===== src/include/csm_pkg.sv =====
package csm_pkg;

    localparam int unsigned CSM_ADDR_W = 17;
    localparam int unsigned CSM_DATA_W = 8;

    // Register addresses
    localparam logic [16:0] CSM_KEY_AGREEMENT_MODE_ADDR = 17'h1060A;
    localparam logic [16:0] CSM_ID_COUNTER_BACKUP_CTRL_ADDR = 17'h1060B;
    localparam logic [16:0] CSM_MEMORY_OVERWRITE_MODE_ADDR = 17'h1060F;
    localparam logic [16:0] CSM_SYM_CIPHER_LEVEL2_MODE_ADDR = 17'h10619;

    // Field widths and backup bit position
    localparam int unsigned CSM_KA_W = 3;
    localparam int unsigned CSM_OW_W = 3;
    localparam int unsigned CSM_L2_W = 4;
    localparam int unsigned CSM_BACKUP_BIT = 0;

    // Reset values
    localparam logic [2:0] CSM_KA_RST = 3'h0;
    localparam logic [2:0] CSM_OW_RST = 3'h0;
    localparam logic [3:0] CSM_L2_RST = 4'h0;
    localparam logic CSM_BACKUP_RST = 1'b0;

    // Key-agreement codes
    localparam logic [2:0] CSM_KEY_AGREEMENT_IDLE = 3'h1;
    localparam logic [2:0] CSM_KEY_AGREEMENT_KEYGEN = 3'h2;
    localparam logic [2:0] CSM_KEY_AGREEMENT_ENCDEC = 3'h3;

    // Overwrite controller codes
    localparam logic [2:0] CSM_OVERWRITE_IDLE = 3'h1;
    localparam logic [2:0] CSM_OVERWRITE_DETOUR = 3'h2;
    localparam logic [2:0] CSM_OVERWRITE_DESTROY_FIRST = 3'h3;
    localparam logic [2:0] CSM_OVERWRITE_DESTROY_SECOND = 3'h4;

    // Level-2 symmetric cipher standby code
    localparam logic [3:0] CSM_SYM_CIPHER_LEVEL2_IDLE = 4'h1;

    // Accepted-code masks, bit n set means code n is accepted
    localparam logic [15:0] CSM_KA_LEGAL = 16'h000E;
    localparam logic [15:0] CSM_OW_LEGAL = 16'h001E;
    localparam logic [15:0] CSM_L2_LEGAL = 16'hC31E;

endpackage


===== src/logic/csm_mode_reg.sv =====
`timescale 1ns/100ps
module csm_mode_reg
    import csm_pkg::*;
#(
    parameter int unsigned W = 3,
    parameter logic [15:0] LEGAL = 16'h000E,
    parameter logic [W-1:0] RST = '0
) (
    input wire logic core_clk, // Device clock
    input wire logic reset, // Async reset, active high
    input wire logic wr_en, // Host write strobe for this register
    input wire logic [W-1:0] wdata, // Code written by the host
    output logic [W-1:0] mode_q, // Current commanded state
    output logic cmd_q, // One-cycle pulse after an accepted write
    output logic reject // High when the written code is not accepted
);

    logic accept;

    // Unlisted codes never reach the state machine
    assign accept = wr_en && LEGAL[wdata];
    assign reject = wr_en && !LEGAL[wdata];

    always_ff @(posedge core_clk or posedge reset) begin
        if (reset) begin
            mode_q <= RST;
        end else if (accept) begin
            mode_q <= wdata;
        end
    end

    always_ff @(posedge core_clk or posedge reset) begin
        if (reset) begin
            cmd_q <= 1'b0;
        end else begin
            cmd_q <= accept;
        end
    end

endmodule


===== src/logic/csm_opmode_regs.sv =====
`timescale 1ns/100ps
module csm_opmode_regs
    import csm_pkg::*;
(
    input wire logic core_clk, // Device clock
    input wire logic reset, // Async reset, active high
    input wire logic reg_wr, // Register write strobe
    input wire logic reg_rd, // Register read strobe
    input wire logic [CSM_ADDR_W-1:0] reg_addr, // Register address
    input wire logic [CSM_DATA_W-1:0] reg_wdata, // Write data
    output logic [CSM_DATA_W-1:0] reg_rdata, // Read data, registered
    output logic reg_rd_valid, // Read data valid pulse
    output logic wr_ignored, // Write dropped: unmapped or bad code
    output logic [CSM_KA_W-1:0] key_agreement_mode_field, // Key-agree state
    output logic key_agreement_cmd, // Pulse on accepted write
    output logic [CSM_OW_W-1:0] overwrite_mode_field, // Overwrite state
    output logic overwrite_cmd, // Pulse on accepted write
    output logic [CSM_L2_W-1:0] sym_cipher_level2_mode_field, // L2 state
    output logic sym_cipher_level2_cmd, // Pulse on accepted write
    output logic id_counter_backup_start, // Sequence running level
    output logic backup_go, // Pulse when a sequence is launched
    input wire logic backup_done_flag // Sequence finished pulse
);

    typedef enum logic {
        BK_IDLE = 1'b0,
        BK_RUN = 1'b1
    } csm_bk_state_t;

    logic sel_ka;
    logic sel_bk;
    logic sel_ow;
    logic sel_l2;
    logic mapped;
    logic rej_ka;
    logic rej_ow;
    logic rej_l2;
    logic bk_start;
    logic bk_running;
    logic wr_refused;
    csm_bk_state_t bk_state_q;
    csm_bk_state_t bk_state_d;
    logic backup_go_q;
    logic [CSM_DATA_W-1:0] rdata_q;
    logic [CSM_DATA_W-1:0] rdata_d;
    logic rd_valid_q;
    logic wr_ignored_q;

    // Full-width compare, so no alias address reaches a mode register
    function automatic logic addr_hit(
        input logic [CSM_ADDR_W-1:0] addr,
        input logic [CSM_ADDR_W-1:0] base
    );
        return addr == base;
    endfunction

    assign sel_ka = addr_hit(reg_addr, CSM_KEY_AGREEMENT_MODE_ADDR);
    assign sel_bk = addr_hit(reg_addr, CSM_ID_COUNTER_BACKUP_CTRL_ADDR);
    assign sel_ow = addr_hit(reg_addr, CSM_MEMORY_OVERWRITE_MODE_ADDR);
    assign sel_l2 = addr_hit(reg_addr, CSM_SYM_CIPHER_LEVEL2_MODE_ADDR);
    assign mapped = sel_ka || sel_bk || sel_ow || sel_l2;
    assign bk_start = reg_wr && sel_bk && reg_wdata[CSM_BACKUP_BIT];
    assign bk_running = (bk_state_q == BK_RUN);

    // Only codes 1..3 reach the key-agreement machine
    csm_mode_reg #(
        .W(CSM_KA_W),
        .LEGAL(CSM_KA_LEGAL),
        .RST(CSM_KA_RST)
    ) u_ka (
        .core_clk(core_clk),
        .reset(reset),
        .wr_en(reg_wr && sel_ka),
        .wdata(reg_wdata[CSM_KA_W-1:0]),
        .mode_q(key_agreement_mode_field),
        .cmd_q(key_agreement_cmd),
        .reject(rej_ka)
    );

    // Codes 0 and 5..7 are dropped instead of trusting the host
    csm_mode_reg #(
        .W(CSM_OW_W),
        .LEGAL(CSM_OW_LEGAL),
        .RST(CSM_OW_RST)
    ) u_ow (
        .core_clk(core_clk),
        .reset(reset),
        .wr_en(reg_wr && sel_ow),
        .wdata(reg_wdata[CSM_OW_W-1:0]),
        .mode_q(overwrite_mode_field),
        .cmd_q(overwrite_cmd),
        .reject(rej_ow)
    );

    // Codes kept for the hardware control part are refused from the host
    csm_mode_reg #(
        .W(CSM_L2_W),
        .LEGAL(CSM_L2_LEGAL),
        .RST(CSM_L2_RST)
    ) u_l2 (
        .core_clk(core_clk),
        .reset(reset),
        .wr_en(reg_wr && sel_l2),
        .wdata(reg_wdata[CSM_L2_W-1:0]),
        .mode_q(sym_cipher_level2_mode_field),
        .cmd_q(sym_cipher_level2_cmd),
        .reject(rej_l2)
    );

    // Host start wins over a finish that lands in the same cycle
    always_comb begin
        bk_state_d = bk_state_q;
        unique case (bk_state_q)
            BK_IDLE: begin
                if (bk_start) begin
                    bk_state_d = BK_RUN;
                end
            end
            BK_RUN: begin
                if (backup_done_flag && !bk_start) begin
                    bk_state_d = BK_IDLE;
                end
            end
        endcase
    end

    // Status bit is the state itself, so a read never lags the launch
    always_ff @(posedge core_clk or posedge reset) begin
        if (reset) begin
            bk_state_q <= csm_bk_state_t'(CSM_BACKUP_RST);
        end else begin
            bk_state_q <= bk_state_d;
        end
    end

    // A second start while running does not relaunch the sequence
    always_ff @(posedge core_clk or posedge reset) begin
        if (reset) begin
            backup_go_q <= 1'b0;
        end else begin
            backup_go_q <= (bk_state_q == BK_IDLE)
                && (bk_state_d == BK_RUN);
        end
    end

    // Reserved bits and unmapped addresses read as zero
    always_comb begin
        rdata_d = '0;
        unique case (reg_addr)
            CSM_KEY_AGREEMENT_MODE_ADDR: begin
                rdata_d[CSM_KA_W-1:0] = key_agreement_mode_field;
            end
            CSM_ID_COUNTER_BACKUP_CTRL_ADDR: begin
                rdata_d[CSM_BACKUP_BIT] = bk_running;
            end
            CSM_MEMORY_OVERWRITE_MODE_ADDR: begin
                rdata_d[CSM_OW_W-1:0] = overwrite_mode_field;
            end
            CSM_SYM_CIPHER_LEVEL2_MODE_ADDR: begin
                rdata_d[CSM_L2_W-1:0] = sym_cipher_level2_mode_field;
            end
            default: begin
                rdata_d = '0;
            end
        endcase
    end

    always_ff @(posedge core_clk or posedge reset) begin
        if (reset) begin
            rdata_q <= '0;
        end else if (reg_rd) begin
            rdata_q <= rdata_d;
        end
    end

    always_ff @(posedge core_clk or posedge reset) begin
        if (reset) begin
            rd_valid_q <= 1'b0;
        end else begin
            rd_valid_q <= reg_rd;
        end
    end

    // Refusal reasons kept apart so each one can be traced on its own
    always_comb begin
        wr_refused = 1'b0;
        if (reg_wr && !mapped) begin
            wr_refused = 1'b1;
        end
        if (rej_ka || rej_ow || rej_l2) begin
            wr_refused = 1'b1;
        end
    end

    // Flagged so firmware slips show up instead of silently vanishing
    always_ff @(posedge core_clk or posedge reset) begin
        if (reset) begin
            wr_ignored_q <= 1'b0;
        end else begin
            wr_ignored_q <= wr_refused;
        end
    end

    assign reg_rdata = rdata_q;
    assign reg_rd_valid = rd_valid_q;
    assign wr_ignored = wr_ignored_q;
    assign id_counter_backup_start = bk_running;
    assign backup_go = backup_go_q;

endmodule


===== config.mk =====
export PLATFORM = sky130hd
export DESIGN_NAME = csm_opmode_regs
export DESIGN_NICKNAME = d
export VERILOG_FILES = /design/src/include/csm_pkg.sv /design/src/logic/csm_mode_reg.sv /design/src/logic/csm_opmode_regs.sv
export SDC_FILE = /design/constraint.sdc
export NUM_CORES = 1
export LEC_CHECK = 0
export ABC_AREA = 1
export BUFFER_PORTS_ARGS = -buffer_cell sky130_fd_sc_hd__buf_2
export CAP_MARGIN = 10
export CELL_PAD_IN_SITES_DETAIL_PLACEMENT = 0
export CELL_PAD_IN_SITES_GLOBAL_PLACEMENT = 2
export CORE_ASPECT_RATIO = 0.8
export CORE_MARGIN = 1
export CORE_UTILIZATION = 26
export DETAILED_ROUTE_END_ITERATION = 10
export PLACE_DENSITY = 0.91
export SYNTH_ARGS = -nofsm -noshare
export SYNTH_HDL_FRONTEND = slang
export SYNTH_SLANG_ARGS = --single-unit

===== constraint.sdc =====
create_clock -name core_clk -period 1.3 [get_ports core_clk]
set_input_delay 0.13 -clock core_clk [delete_from_list [all_inputs] [get_ports core_clk]]
set_output_delay 0.13 -clock core_clk [all_outputs]
set_load 0.1 [all_outputs]

Word-level counts from Yosys, hierarchy flattened. Memory sizes are Yosys's and may differ from the RTL's. Index checks and enable logic that the tools add are counted.

Flip-flop bits (word level): 21. Memory bits (read-only): 32. Input bits: 30. Memories: 3.

Memory list: (name not given) (words 16, width 1, read ports 1, clocked after memory_dff 0, write ports 0, RTL line csm_mode_reg.sv:21) `assign accept = wr_en && LEGAL[wdata];`; (name not given) (words 8, width 1, read ports 1, clocked after memory_dff 0, write ports 0, RTL line csm_mode_reg.sv:21); (name not given) (words 8, width 1, read ports 1, clocked after memory_dff 0, write ports 0, RTL line csm_mode_reg.sv:21).

Magnitude comparators: 2. Equality and inequality tests: 4. Mux-type cells: 11. Bitwise gates (word level): 1. Reduce and logical (&&, ||, !) cells: 24.

Operators with widths (count): equality test 17 bit (second input constant) (4); logical AND 1 bit (14); two-way mux 1 bit (8); one-hot mux 2 bit (3 select lines) (1); logical NOT 1 bit (5); logical OR 1 bit (5); < comparator 3 x 5 -> 1 bit (second input constant) (1); < comparator 4 x 5 -> 1 bit (second input constant) (1); one-hot mux 1 bit (4 select lines) (1); one-hot mux 1 bit (2 select lines) (1); NOT 1 bit (1).

Logic depth before layout (Yosys ltp). Gate-level depths: netlist of run 1.

Depth after elaboration: 8. Gate-level depth with buffers: 9. Mapped depth without buffers: 9.

Cells and area by module. A second synthesis of run 1 with hierarchy kept.

Cells, all modules: 185. Area total of the unflattened synthesis: 1318.8 µm².

By module, submodules not included: csm_opmode_regs (times used 1, cells an instance 108, area each 685.7 µm², seq. area each 200.2 µm²); csm_mode_reg (u_l2) (times used 1, cells an instance 36, area each 267.8 µm², seq. area each 125.1 µm²); csm_mode_reg (u_ow) (times used 1, cells an instance 21, area each 187.7 µm², seq. area each 100.1 µm²); csm_mode_reg (u_ka) (times used 1, cells an instance 20, area each 177.7 µm², seq. area each 100.1 µm²).

Worst setup path after synthesis of run 1. Ideal clock, no wire load.

Path type: register -> register. From: reg bk_state_q, in the netlist id_counter_backup_start. To: reg rdata_q[0], in the netlist reg_rdata[0]. Arrival time: 1.302 ns. Data required time: 1.232 ns. Slack: -0.070 ns. Cell stages (with the launch flop): 5. Path buffers: 0. Cell sequence: dfrtp_1 -> nand4_1 -> nand2_1 -> o21ai_0 -> nand2_1.

Cells in the longest elaborated chain, start to end: 1.

Ends and longest elaborated chain: from (decl) (RTL line csm_opmode_regs.sv:41) `csm_bk_state_t bk_state_q;`; from (signal assigned) (RTL line csm_opmode_regs.sv:130) `bk_state_q <= csm_bk_state_t'(CSM_BACKUP_RST);`; from (signal assigned) (RTL line csm_opmode_regs.sv:132) `bk_state_q <= bk_state_d;`; one-hot mux 1 bit (4 select lines) (RTL line csm_opmode_regs.sv:149) `unique case (reg_addr)`; to (signal assigned) (RTL line csm_opmode_regs.sv:172) `rdata_q <= rdata_d;`; to (decl) (RTL line csm_opmode_regs.sv:44) `logic [CSM_DATA_W-1:0] rdata_q;`.

No other way between the ends. A chain may end at the register's enable or synchronous reset.

Worst setup path in the final report of run 1.
From: reg u_ow.mode_q[0]. To: out overwrite_mode_field[0].

RTL lines: from (decl) (RTL line csm_mode_reg.sv:13) `output logic [W-1:0] mode_q,`; from (signal assigned) (RTL line csm_mode_reg.sv:28) `mode_q <= wdata;`; to (decl) (RTL line csm_opmode_regs.sv:16) `output logic [CSM_OW_W-1:0] overwrite_mode_field,`.

No word-level cell between the ends.

==> results of run 1 <==
==> final timing paths <==
check | to | start
setup / recovery | overwrite_mode_field[0] | u_ow.mode_q[0]
hold / removal | reg_rd_valid | reg_rd
setup reg to reg | reg_rdata[0] | id_counter_backup_start
hold reg to reg | backup_go | id_counter_backup_start
max in group asynchronous | u_ow.mode_q[1] | reset
min in group asynchronous | u_l2.cmd_q | reset
==> final cells by class <==
cell class | instances | area [um^2] | share of cell area, %
flip-flops and latches | 21 | 536 | 32.7
multi-input cells | 107 | 574 | 35.0
repair buffers | 60 | 338 | 20.6
well taps | 57 | 71.3 | 4.35
clock buffers | 4 | 45.0 | 2.75
inverters | 20 | 75.1 | 4.58
==> what timing repair did <==
| action | in CTS | in global routing |
|---|---|---|
| hold endpoints to repair | 21 | 0 |
| setup endpoints to repair | 0 | 0 |
| resized for setup | 0 | 0 |
| hold buffers | 1 | 0 |
==> synth_stat cells, drive strengths merged <==
cell,count
clkbuf,1
nor2,21
o31ai,1
ha,1
dfrtp,21
nand4,16
nor3b,1
nand2,35
inv,20
a21oi,1
o21ai,13
conb,1
nand3,9
buf,5
nor3,4
o22ai,1
==> power breakdown <==
group	switching (W)	internal [W]
sequential	0.000000899	0.000655
clock	0.000218	0.000219
combinational	0.000168	0.0000722
total	0.000387	0.000946
==> per-layer routing <==
layer / track usage [%] / vias to the layer above / routed length [um]
met5: 0 / - / 0
li1: - / 618 / -
met1: 18.9 / 491 / 1520
met4: 5.56 / 0 / 21
met2: 20.5 / 42 / 1260
met3: 3.07 / 2 / 177
==> sequential cells by signal, indices dropped and copies added (netlist names) <==
| signal | cells |
|---|---|
| reg_rdata | 4 |
| u_l2.cmd_q | 1 |
| u_l2.mode_q | 4 |
| id_counter_backup_start | 1 |
| u_ka.mode_q | 3 |
| u_ow.cmd_q | 1 |
| wr_ignored | 1 |
| u_ka.cmd_q | 1 |
| u_ow.mode_q | 3 |
| reg_rd_valid | 1 |
| backup_go | 1 |
==> cell families after synthesis <==
group	count (synthesis)	synth area share (%)
other	1	0.311
AOI/OAI and AO/OA	16	7.89
adders and majority gates	1	1.04
DFF	21	43.6
and+or+nand+nor	86	37.5
buffers and inverters	26	9.66
==> metrics by stage <==
| stage | instance area (um^2) | std cells |
|---|---|---|
| final | 1640 | 269 |
| after global routing | 1640 | 269 |
| after CTS | 1640 | 269 |
| after detailed placement | 1580 | 264 |
| after global placement | 1580 | 264 |
| after floorplan | 1230 | 154 |
==> run_results.csv, run 1 <==
group,metric,value,unit
critical_path,slowest_delay,0.45,ns
global_route,overflow,0,
synth,synth.distinct_cells,25,
final_layout,area_growth_syn_to_layout,36.0,%
power_and_ir_drop,final_total_pwr,0.00133,W
die,die_y,62.9,um
die,ioPinCount,55,
sta,final.min_clock_period,1.25,ns
drt,drt_iter0_drc,64,
sta,finClkSkew,0.00255,ns
die,die_area,4910,um^2
critical_path,path_cells,"buf_2",
clock_network,cts-root-to-sink-buffers,2,
critical_path,start_kind,"register",
power_and_ir_drop,power.ir.vdd_worst,0.349,mV
critical_path,cp.buffers_inverters,1,
global_route,grt_first_pass_wirelength,5150,um
final_layout,mostFrequentLayoutCell,"sky130_fd_sc_hd__buf_2",
sta,holdWs,0.0242,ns
sta,fmax,0.803,GHz
drt,wirelength,2980,um
final_layout,antenna_cells,0,
drt,routed-via-count,1153,
die,core.rowCount,21,
drt,postRouteAntennaNets,0,
final_layout,layout.cells.most_common_list,"46 x sky130_fd_sc_hd__buf_2, 30 x sky130_fd_sc_hd__nand2_1, 20 x sky130_fd_sc_hd__inv_1",
synth,synth_area_leaders,"sky130_fd_sc_hd__dfrtp_1 44%, sky130_fd_sc_hd__nand2_1 9.3%, sky130_fd_sc_hd__nand4_1 7.3%",
critical_path,worst_ep_required_time,1.17,ns
final_layout,nets,244,
global_route,grt_max_degree,22,
critical_path,cp_num_cells,1,
min_path,min_path_type,"in2reg",
synth,synth-seq-cells,21,
final_layout,layout-drive-gt1-share,41.0,%
clock_network,cts_post_setup_buffers_inserted,0,
run,maxCapViolations,0,
clock_network,h-tree-depth,1,
sta,finalHoldViolations,0,
drt,via_per_inst,4.29,
synth,synth_warnings,0,
sta,setup_tns,0,ns
die,die_x,78.1,um
critical_path,critical_path_peak_fanout,3,
sta,postLayoutSetupSlackWorst,0.0547,ns
drt,routedWlPerCell,11.1,um
drt,drtPass1Iterations,4,
clock_network,cts.clk_slew.worst_paths,0.08,ns
critical_path,slowest_stage,"sky130_fd_sc_hd__buf_2",
synth,netlist.top_cell.by_area,"sky130_fd_sc_hd__dfrtp_1",
synth,postSynthAreaPerCell,7.98,um^2
die,floorplan.initialDensity,28.0,%
outcome,run_status,"completed",
final_layout,fillers,483,
sta,final_min_period_over_clock_period,95.8,%
power_and_ir_drop,p_per_area,813,nW/um^2
critical_path,setup.worst_path.class,"reg2out",
critical_path,rr_worst_depth,4,
die,placeableCoreArea,4310,um^2
sta,setup_repair_after_global_routing_missed_its_margin,"false",
synth,seq_area_frac_synth,43.6,%
global_route,globalRouteTotalUtil,13.7,%
critical_path,setup.worst_path.end_class,"primary output",
clock_network,cts_buffers,3,
sta,max_slew_violation_count,0,
synth,synthCells,151,
place,place.detailed.hpwl,2390,um
drt,remaining_drc_errors,0,
critical_path,cpLargestDelayFamily,"buffers and inverters",
critical_path,arrival,1.12,ns
place,place.gp.congestion,0.765,
clock_network,clk_latency,0.26,ns
min_path,min_delay_path_depth,1,
critical_path,reg2reg_setup_slack,0.36,ns
power_and_ir_drop,p_leak,0.916,nW
final_layout,post-route-util,38.0,%
clock_network,clock_sinks,21,
global_route,grt_antenna_before_repair,0,
clock_network,cts_tree,"built",
sta,report.final.setup_viol,0,
synth,mappedNetlistArea,1200,um^2
global_route,via_count_of_the_first_global_routing_pass,1105,
place,pre_cts_ws,-0.152,ns
synth,synth_top_cell_area_share,43.6,%
place,place.port_buffers,46,
clock_network,ctsRootBufferMaster,"sky130_fd_sc_hd__clkbuf_8",
Note: power is estimated with default switching activity, not from simulation.
==> inputs of run 2 (changes only) <==
==> constraint.sdc (replaced) <==
create_clock -name core_clk -period 1.5 [get_ports core_clk]
set_input_delay 0.15 -clock core_clk [delete_from_list [all_inputs] [get_ports core_clk]]
set_output_delay 0.15 -clock core_clk [all_outputs]
set_load 0.1 [all_outputs]
==> run_results.csv, run 2 (synthesis gave the netlist of run 1 again) <==
group,metric,value,unit
outcome,run_status,"completed",
final_layout,mostFrequentLayoutCell,"sky130_fd_sc_hd__buf_2",
critical_path,setup.worst_path.class,"reg2out",
run,maxCapViolations,0,
final_layout,layout.cells.most_common_list,"46 x sky130_fd_sc_hd__buf_2, 30 x sky130_fd_sc_hd__nand2_1, 21 x sky130_fd_sc_hd__dfrtp_1",
sta,max_slew_violation_count,0,
clock_network,cts.clk_slew.worst_paths,0.08,ns
sta,final.min_clock_period,1.26,ns
place,detailed_place.area,1530,um^2
critical_path,regToRegEndpoint,"reg_rdata[0]",
die,die_y,62.9,um
power_and_ir_drop,p_leak,0.901,nW
drt,routedWlPerCell,11.2,um
critical_path,slowest_delay,0.45,ns
clock_network,cts_buffers,3,
critical_path,reg2reg_setup_slack,0.60,ns
drt,wirelength,2950,um
min_path,min_delay_path_depth,1,
die,ioPinCount,55,
final_layout,postLayoutCellArea,1590,um^2
critical_path,cp.buffers_inverters,1,
clock_network,clk_latency,0.26,ns
power_and_ir_drop,final_total_pwr,0.00114,W
critical_path,critical_path_peak_fanout,3,
clock_network,clock_sinks,21,
sta,report.final.setup_viol,0,
min_path,hold_start,"reg_rd",
die,die_area,4910,um^2
drt,via_per_inst,4.35,
min_path,min_path_type,"in2reg",
critical_path,arrival,1.11,ns
sta,finalHoldViolations,0,
drt,routed-via-count,1144,
clock_network,ctsRootBufferMaster,"sky130_fd_sc_hd__clkbuf_8",
critical_path,rr_worst_depth,4,
global_route,globalRouteTotalUtil,12.7,%
sta,setup_tns,0,ns
die,die_x,78.1,um
global_route,via_count_of_the_first_global_routing_pass,1045,
clock_network,cts-root-to-sink-buffers,2,
final_layout,nets,238,
final_layout,layout-drive-gt1-share,35.9,%
critical_path,path_cells,"buf_2",
place,place.detailed.hpwl,2360,um
place,place.port_buffers,46,
global_route,grt_antenna_before_repair,0,
min_path,hold_path_end,"reg_rd_valid",
sta,setup_repair_after_global_routing_missed_its_margin,"false",
critical_path,reg2reg_from,"id_counter_backup_start",
critical_path,setup.worst_path.end_class,"primary output",
place,place.gp.congestion,0.767,
critical_path,worst_ep_required_time,1.35,ns
drt,drtPass1Iterations,4,
sta,fmax,0.793,GHz
global_route,overflow,0,
clock_network,cts_tree,"built",
critical_path,start_kind,"register",
global_route,grt_max_degree,22,
clock_network,h-tree-depth,1,
sta,final_min_period_over_clock_period,84.1,%
critical_path,cpLargestDelayFamily,"buffers and inverters",
sta,finClkSkew,0.00285,ns
power_and_ir_drop,p_per_area,721,nW/um^2
die,floorplan.initialDensity,28.0,%
final_layout,area_growth_syn_to_layout,31.6,%
die,core.rowCount,21,
final_layout,antenna_cells,0,
critical_path,slowest_stage,"sky130_fd_sc_hd__buf_2",
drt,postRouteAntennaNets,0,
drt,drt_iter0_drc,48,
power_and_ir_drop,power.ir.vdd_worst,0.260,mV
die,placeableCoreArea,4310,um^2
clock_network,cts_post_setup_buffers_inserted,0,
global_route,grt_first_pass_wirelength,4880,um
drt,remaining_drc_errors,0,
run 2: cell count changes in the layout (fill, tap and decap cells not counted):
| cell | before | now |
|---|---|---|
| sky130_fd_sc_hd__clkinv_2 | 0 | 1 |
| sky130_fd_sc_hd__buf_4 | 13 | 7 |
| sky130_fd_sc_hd__clkbuf_1 | 1 | 0 |
| sky130_fd_sc_hd__dfrtp_1 | 13 | 21 |
| sky130_fd_sc_hd__dfrtp_2 | 8 | 0 |
run 2: how the worst max path moves through the flow:
stage,from,slack [ns],cells after the start,end
global placement,reg_wdata[0],0.007,8,u_l2.mode_q[0]
CTS,u_ow.mode_q[1],0.22,1,overwrite_mode_field[1]
detailed placement,reg_wdata[0],-0.02,8,u_l2.mode_q[2]
global route,reg_wdata[0],0.12,8,u_l2.mode_q[1]
finish,u_ow.mode_q[1],0.24,1,overwrite_mode_field[1]
floorplan,id_counter_backup_start,0.13,4,reg_rdata[0]
run 2: repair_timing:
action | CTS | global route
hold buffers | 1 | 0
gates resized for setup | 0 | 0
endpoints found under the hold margin | 21 | 0
run 2: metrics by stage:
stage	cells	utilization [%]	hold WS [ns]	setup slack (ns)
finish	263	36.8	0.0506	0.238
global route	263	36.8	0.0450	0.120
CTS	263	36.8	0.0417	0.219
detailed placement	258	35.5	0.197	-0.0223
global placement	258	35.5	0.193	0.00743
floorplan	154	-	0.127	0.130
run 2: layer usage:
layer	track usage [%]	wire, um
met2	20.0	1280
met3	3.21	175
met4	2.78	22
met1	17.4	1480
met5	0	0
run 2: area by class of cell:
cell class | count | area (um^2)
Clock buffer | 3 | 41.3
Clock inverter | 1 | 5.00
Fill cell | 484 | 2720
Inverter | 20 | 75.1
Multi-Input combinational cell | 107 | 574
Sequential cell | 21 | 526
Tap cell | 57 | 71.3
Timing Repair Buffer | 54 | 293
run 2: power by group:
| part | total, W | leakage (nW) | internal, W | switching [W] |
|---|---|---|---|---|
| clock | 0.000375 | 0.0255 | 0.000185 | 0.000190 |
| sequential | 0.000569 | 0.284 | 0.000568 | 0.000000778 |
| combinational | 0.000200 | 0.592 | 0.0000557 | 0.000144 |
==> inputs of run 3 (changes only) <==
--- a/config.mk
+++ b/config.mk
@@ -12,9 +12,9 @@
 export CELL_PAD_IN_SITES_GLOBAL_PLACEMENT = 2
 export CORE_ASPECT_RATIO = 0.8
 export CORE_MARGIN = 1
-export CORE_UTILIZATION = 26
+export CORE_UTILIZATION = 22
 export DETAILED_ROUTE_END_ITERATION = 10
-export PLACE_DENSITY = 0.91
+export PLACE_DENSITY = 0.83
 export SYNTH_ARGS = -nofsm -noshare
 export SYNTH_HDL_FRONTEND = slang
 export SYNTH_SLANG_ARGS = --single-unit
==> constraint.sdc (replaced) <==
create_clock -name core_clk -period 1.1 [get_ports core_clk]
set_input_delay 0.11 -clock core_clk [delete_from_list [all_inputs] [get_ports core_clk]]
set_output_delay 0.11 -clock core_clk [all_outputs]
set_load 0.1 [all_outputs]
==> run_results.csv, run 3 (synthesis gave the netlist of run 1 again) <==
group,metric,value,unit
power_and_ir_drop,pwr-share-seq,48.2,%
die,die_y,68.2,um
critical_path,slowest_delay,0.45,ns
drt,wirelength,3160,um
power_and_ir_drop,p_leak,0.993,nW
final_layout,area_growth_syn_to_layout,70.5,%
run,maxCapViolations,0,
critical_path,arrival,0.89,ns
place,detailed_place.area,2000,um^2
final_layout,post_layout_nonfiller_instances,280,
power_and_ir_drop,net_switching_power,0.000465,W
sta,postLayoutSetupSlackWorst,0.0995,ns
critical_path,worst_ep_required_time,0.99,ns
critical_path,setup.worst_path.class,"reg2out",
final_layout,layout.cells.most_common_list,"29 x sky130_fd_sc_hd__nand2_1, 25 x sky130_fd_sc_hd__buf_2, 21 x sky130_fd_sc_hd__buf_12",
global_route,via_count_of_the_first_global_routing_pass,1150,
drt,routed-via-count,1197,
clock_network,clock_sinks,21,
place,place.detailed.hpwl,2650,um
critical_path,cpLargestDelayFamily,"flip-flops",
final_layout,mostFrequentLayoutCell,"sky130_fd_sc_hd__nand2_1",
clock_network,cts.clk_slew.worst_paths,0.07,ns
power_and_ir_drop,power_frac_clock,31.5,%
critical_path,reg2reg_setup_slack,0.17,ns
critical_path,regToRegEndpoint,"reg_rdata[0]",
sta,setup_tns,0,ns
clock_network,clk_latency,0.26,ns
critical_path,critical_path_peak_fanout,3,
final_layout,antenna_cells,0,
outcome,run_status,"completed",
min_path,min_path_type,"in2reg",
power_and_ir_drop,p_per_area,786,nW/um^2
critical_path,path_cells,"buf_12",
die,die_x,84.7,um
power_and_ir_drop,comb_power_share,20.3,%
global_route,overflow,0,
power_and_ir_drop,power.ir.vdd_worst,0.384,mV
critical_path,rr_worst_depth,4,
place,pre_cts_ws,-0.166,ns
final_layout,postLayoutCellArea,2050,um^2
power_and_ir_drop,cellInternalPower,0.00115,W
global_route,globalRouteTotalUtil,12.1,%
drt,routedWlPerCell,11.3,um
sta,final.min_clock_period,1.00,ns
global_route,grt_first_pass_wirelength,5400,um
die,floorplan.initialDensity,23.4,%
sta,max_slew_violation_count,0,
die,placeableCoreArea,5150,um^2
clock_network,cts_post_setup_buffers_inserted,0,
final_layout,nets,250,
clock_network,cts_tree,"built",
critical_path,worstSetupEndpoint,"overwrite_mode_field[2]",
critical_path,cp.buffers_inverters,1,
drt,via_per_inst,4.28,
global_route,grt_antenna_before_repair,0,
sta,setup_repair_after_global_routing_missed_its_margin,"false",
sta,report.final.setup_viol,0,
critical_path,cp_num_cells,1,
place,placed_cells,275,
clock_network,cts-root-to-sink-buffers,2,
drt,postRouteAntennaNets,0,
drt,drt_iter0_drc,54,
die,die_area,5780,um^2
critical_path,critPathLaunch,"u_ow.mode_q[2]",
power_and_ir_drop,final_total_pwr,0.00161,W
sta,finalHoldViolations,0,
sta,fmax,1.00,GHz
sta,final_min_period_over_clock_period,91.0,%
critical_path,setup.worst_path.end_class,"primary output",
die,ioPinCount,55,
sta,finClkSkew,0.000427,ns
critical_path,start_kind,"register",
critical_path,reg2reg_from,"id_counter_backup_start",
clock_network,cts_buffers,3,
place,place.gp.congestion,0.767,
clock_network,h-tree-depth,1,
drt,remaining_drc_errors,0,
global_route,grt_max_degree,22,
die,core.rowCount,23,
place,place.port_buffers,46,
clock_network,cts_resized,0,
final_layout,fillers,514,
drt,drtPass1Iterations,8,
final_layout,layout-drive-gt1-share,48.2,%
clock_network,ctsRootBufferMaster,"sky130_fd_sc_hd__clkbuf_8",
critical_path,slowest_stage,"sky130_fd_sc_hd__dfrtp_2",
power_and_ir_drop,switching_power_share_of_the_total,28.8,%
## run 3: cell count changes in the layout (fill, tap and decap cells not counted), moves of 2 or more
cell and delta:
sky130_fd_sc_hd__buf_12 +21, sky130_fd_sc_hd__buf_2 -21, sky130_fd_sc_hd__buf_4 +12, sky130_fd_sc_hd__dfrtp_1 -14, sky130_fd_sc_hd__dfrtp_2 +14, sky130_fd_sc_hd__inv_1 -3
sky130_fd_sc_hd__inv_2 +2
## run 3: layer usage
metal  GRT usage, %  wire, um  vias to the layer above
met5              0         0                        -
met4           1.91         8                        0
met3           3.02       197                        2
met2           20.0      1350                       38
met1           16.6      1600                      533
li1               -         -                      624
## run 3: through the flow
step	hold slack, ns	util [%]
after floorplan	0.0855	-
after global placement	0.155	38.8
after detailed placement	0.161	38.8
after CTS	0.0165	39.9
after global routing	0.0127	39.9
final	0.0158	39.9
## run 3: how the worst min path moves through the flow
stage	endpoint	cells past startpoint	slack, ns	startpoint
after floorplan	backup_go	1	0.09	reset
after global placement	reg_rd_valid	3	0.16	reset
after detailed placement	reg_rd_valid	3	0.16	reset
after CTS	reg_rd_valid	1	0.02	reg_rd
after global routing	reg_rd_valid	1	0.01	reg_rd
final	reg_rd_valid	1	0.02	reg_rd
## run 3: repair_timing
| item | CTS | global route |
|---|---|---|
| hold buffers | 1 | 0 |
| hold endpoints to repair | 21 | 0 |
| setup endpoints to repair | 0 | 0 |
## run 3: layout make-up
class / count / area (um^2) / area share (%)
clock buffers: 4 / 45.0 / 2.19
flip-flops and latches: 21 / 543 / 26.4
well taps: 62 / 77.6 / 3.78
multi-input cells: 107 / 612 / 29.8
inverters: 20 / 78.8 / 3.84
repair buffers: 66 / 698 / 34.0
## run 3: power by group through the flow
stage | clock network [W] | logic, W | registers, W
floorplan | 0 | 0.000172 | 0.000819
global placement | 0 | 0.000326 | 0.000794
detailed placement | 0 | 0.000329 | 0.000793
CTS | 0.000525 | 0.000332 | 0.000778
global route | 0.000561 | 0.000358 | 0.000779
finish | 0.000508 | 0.000328 | 0.000778
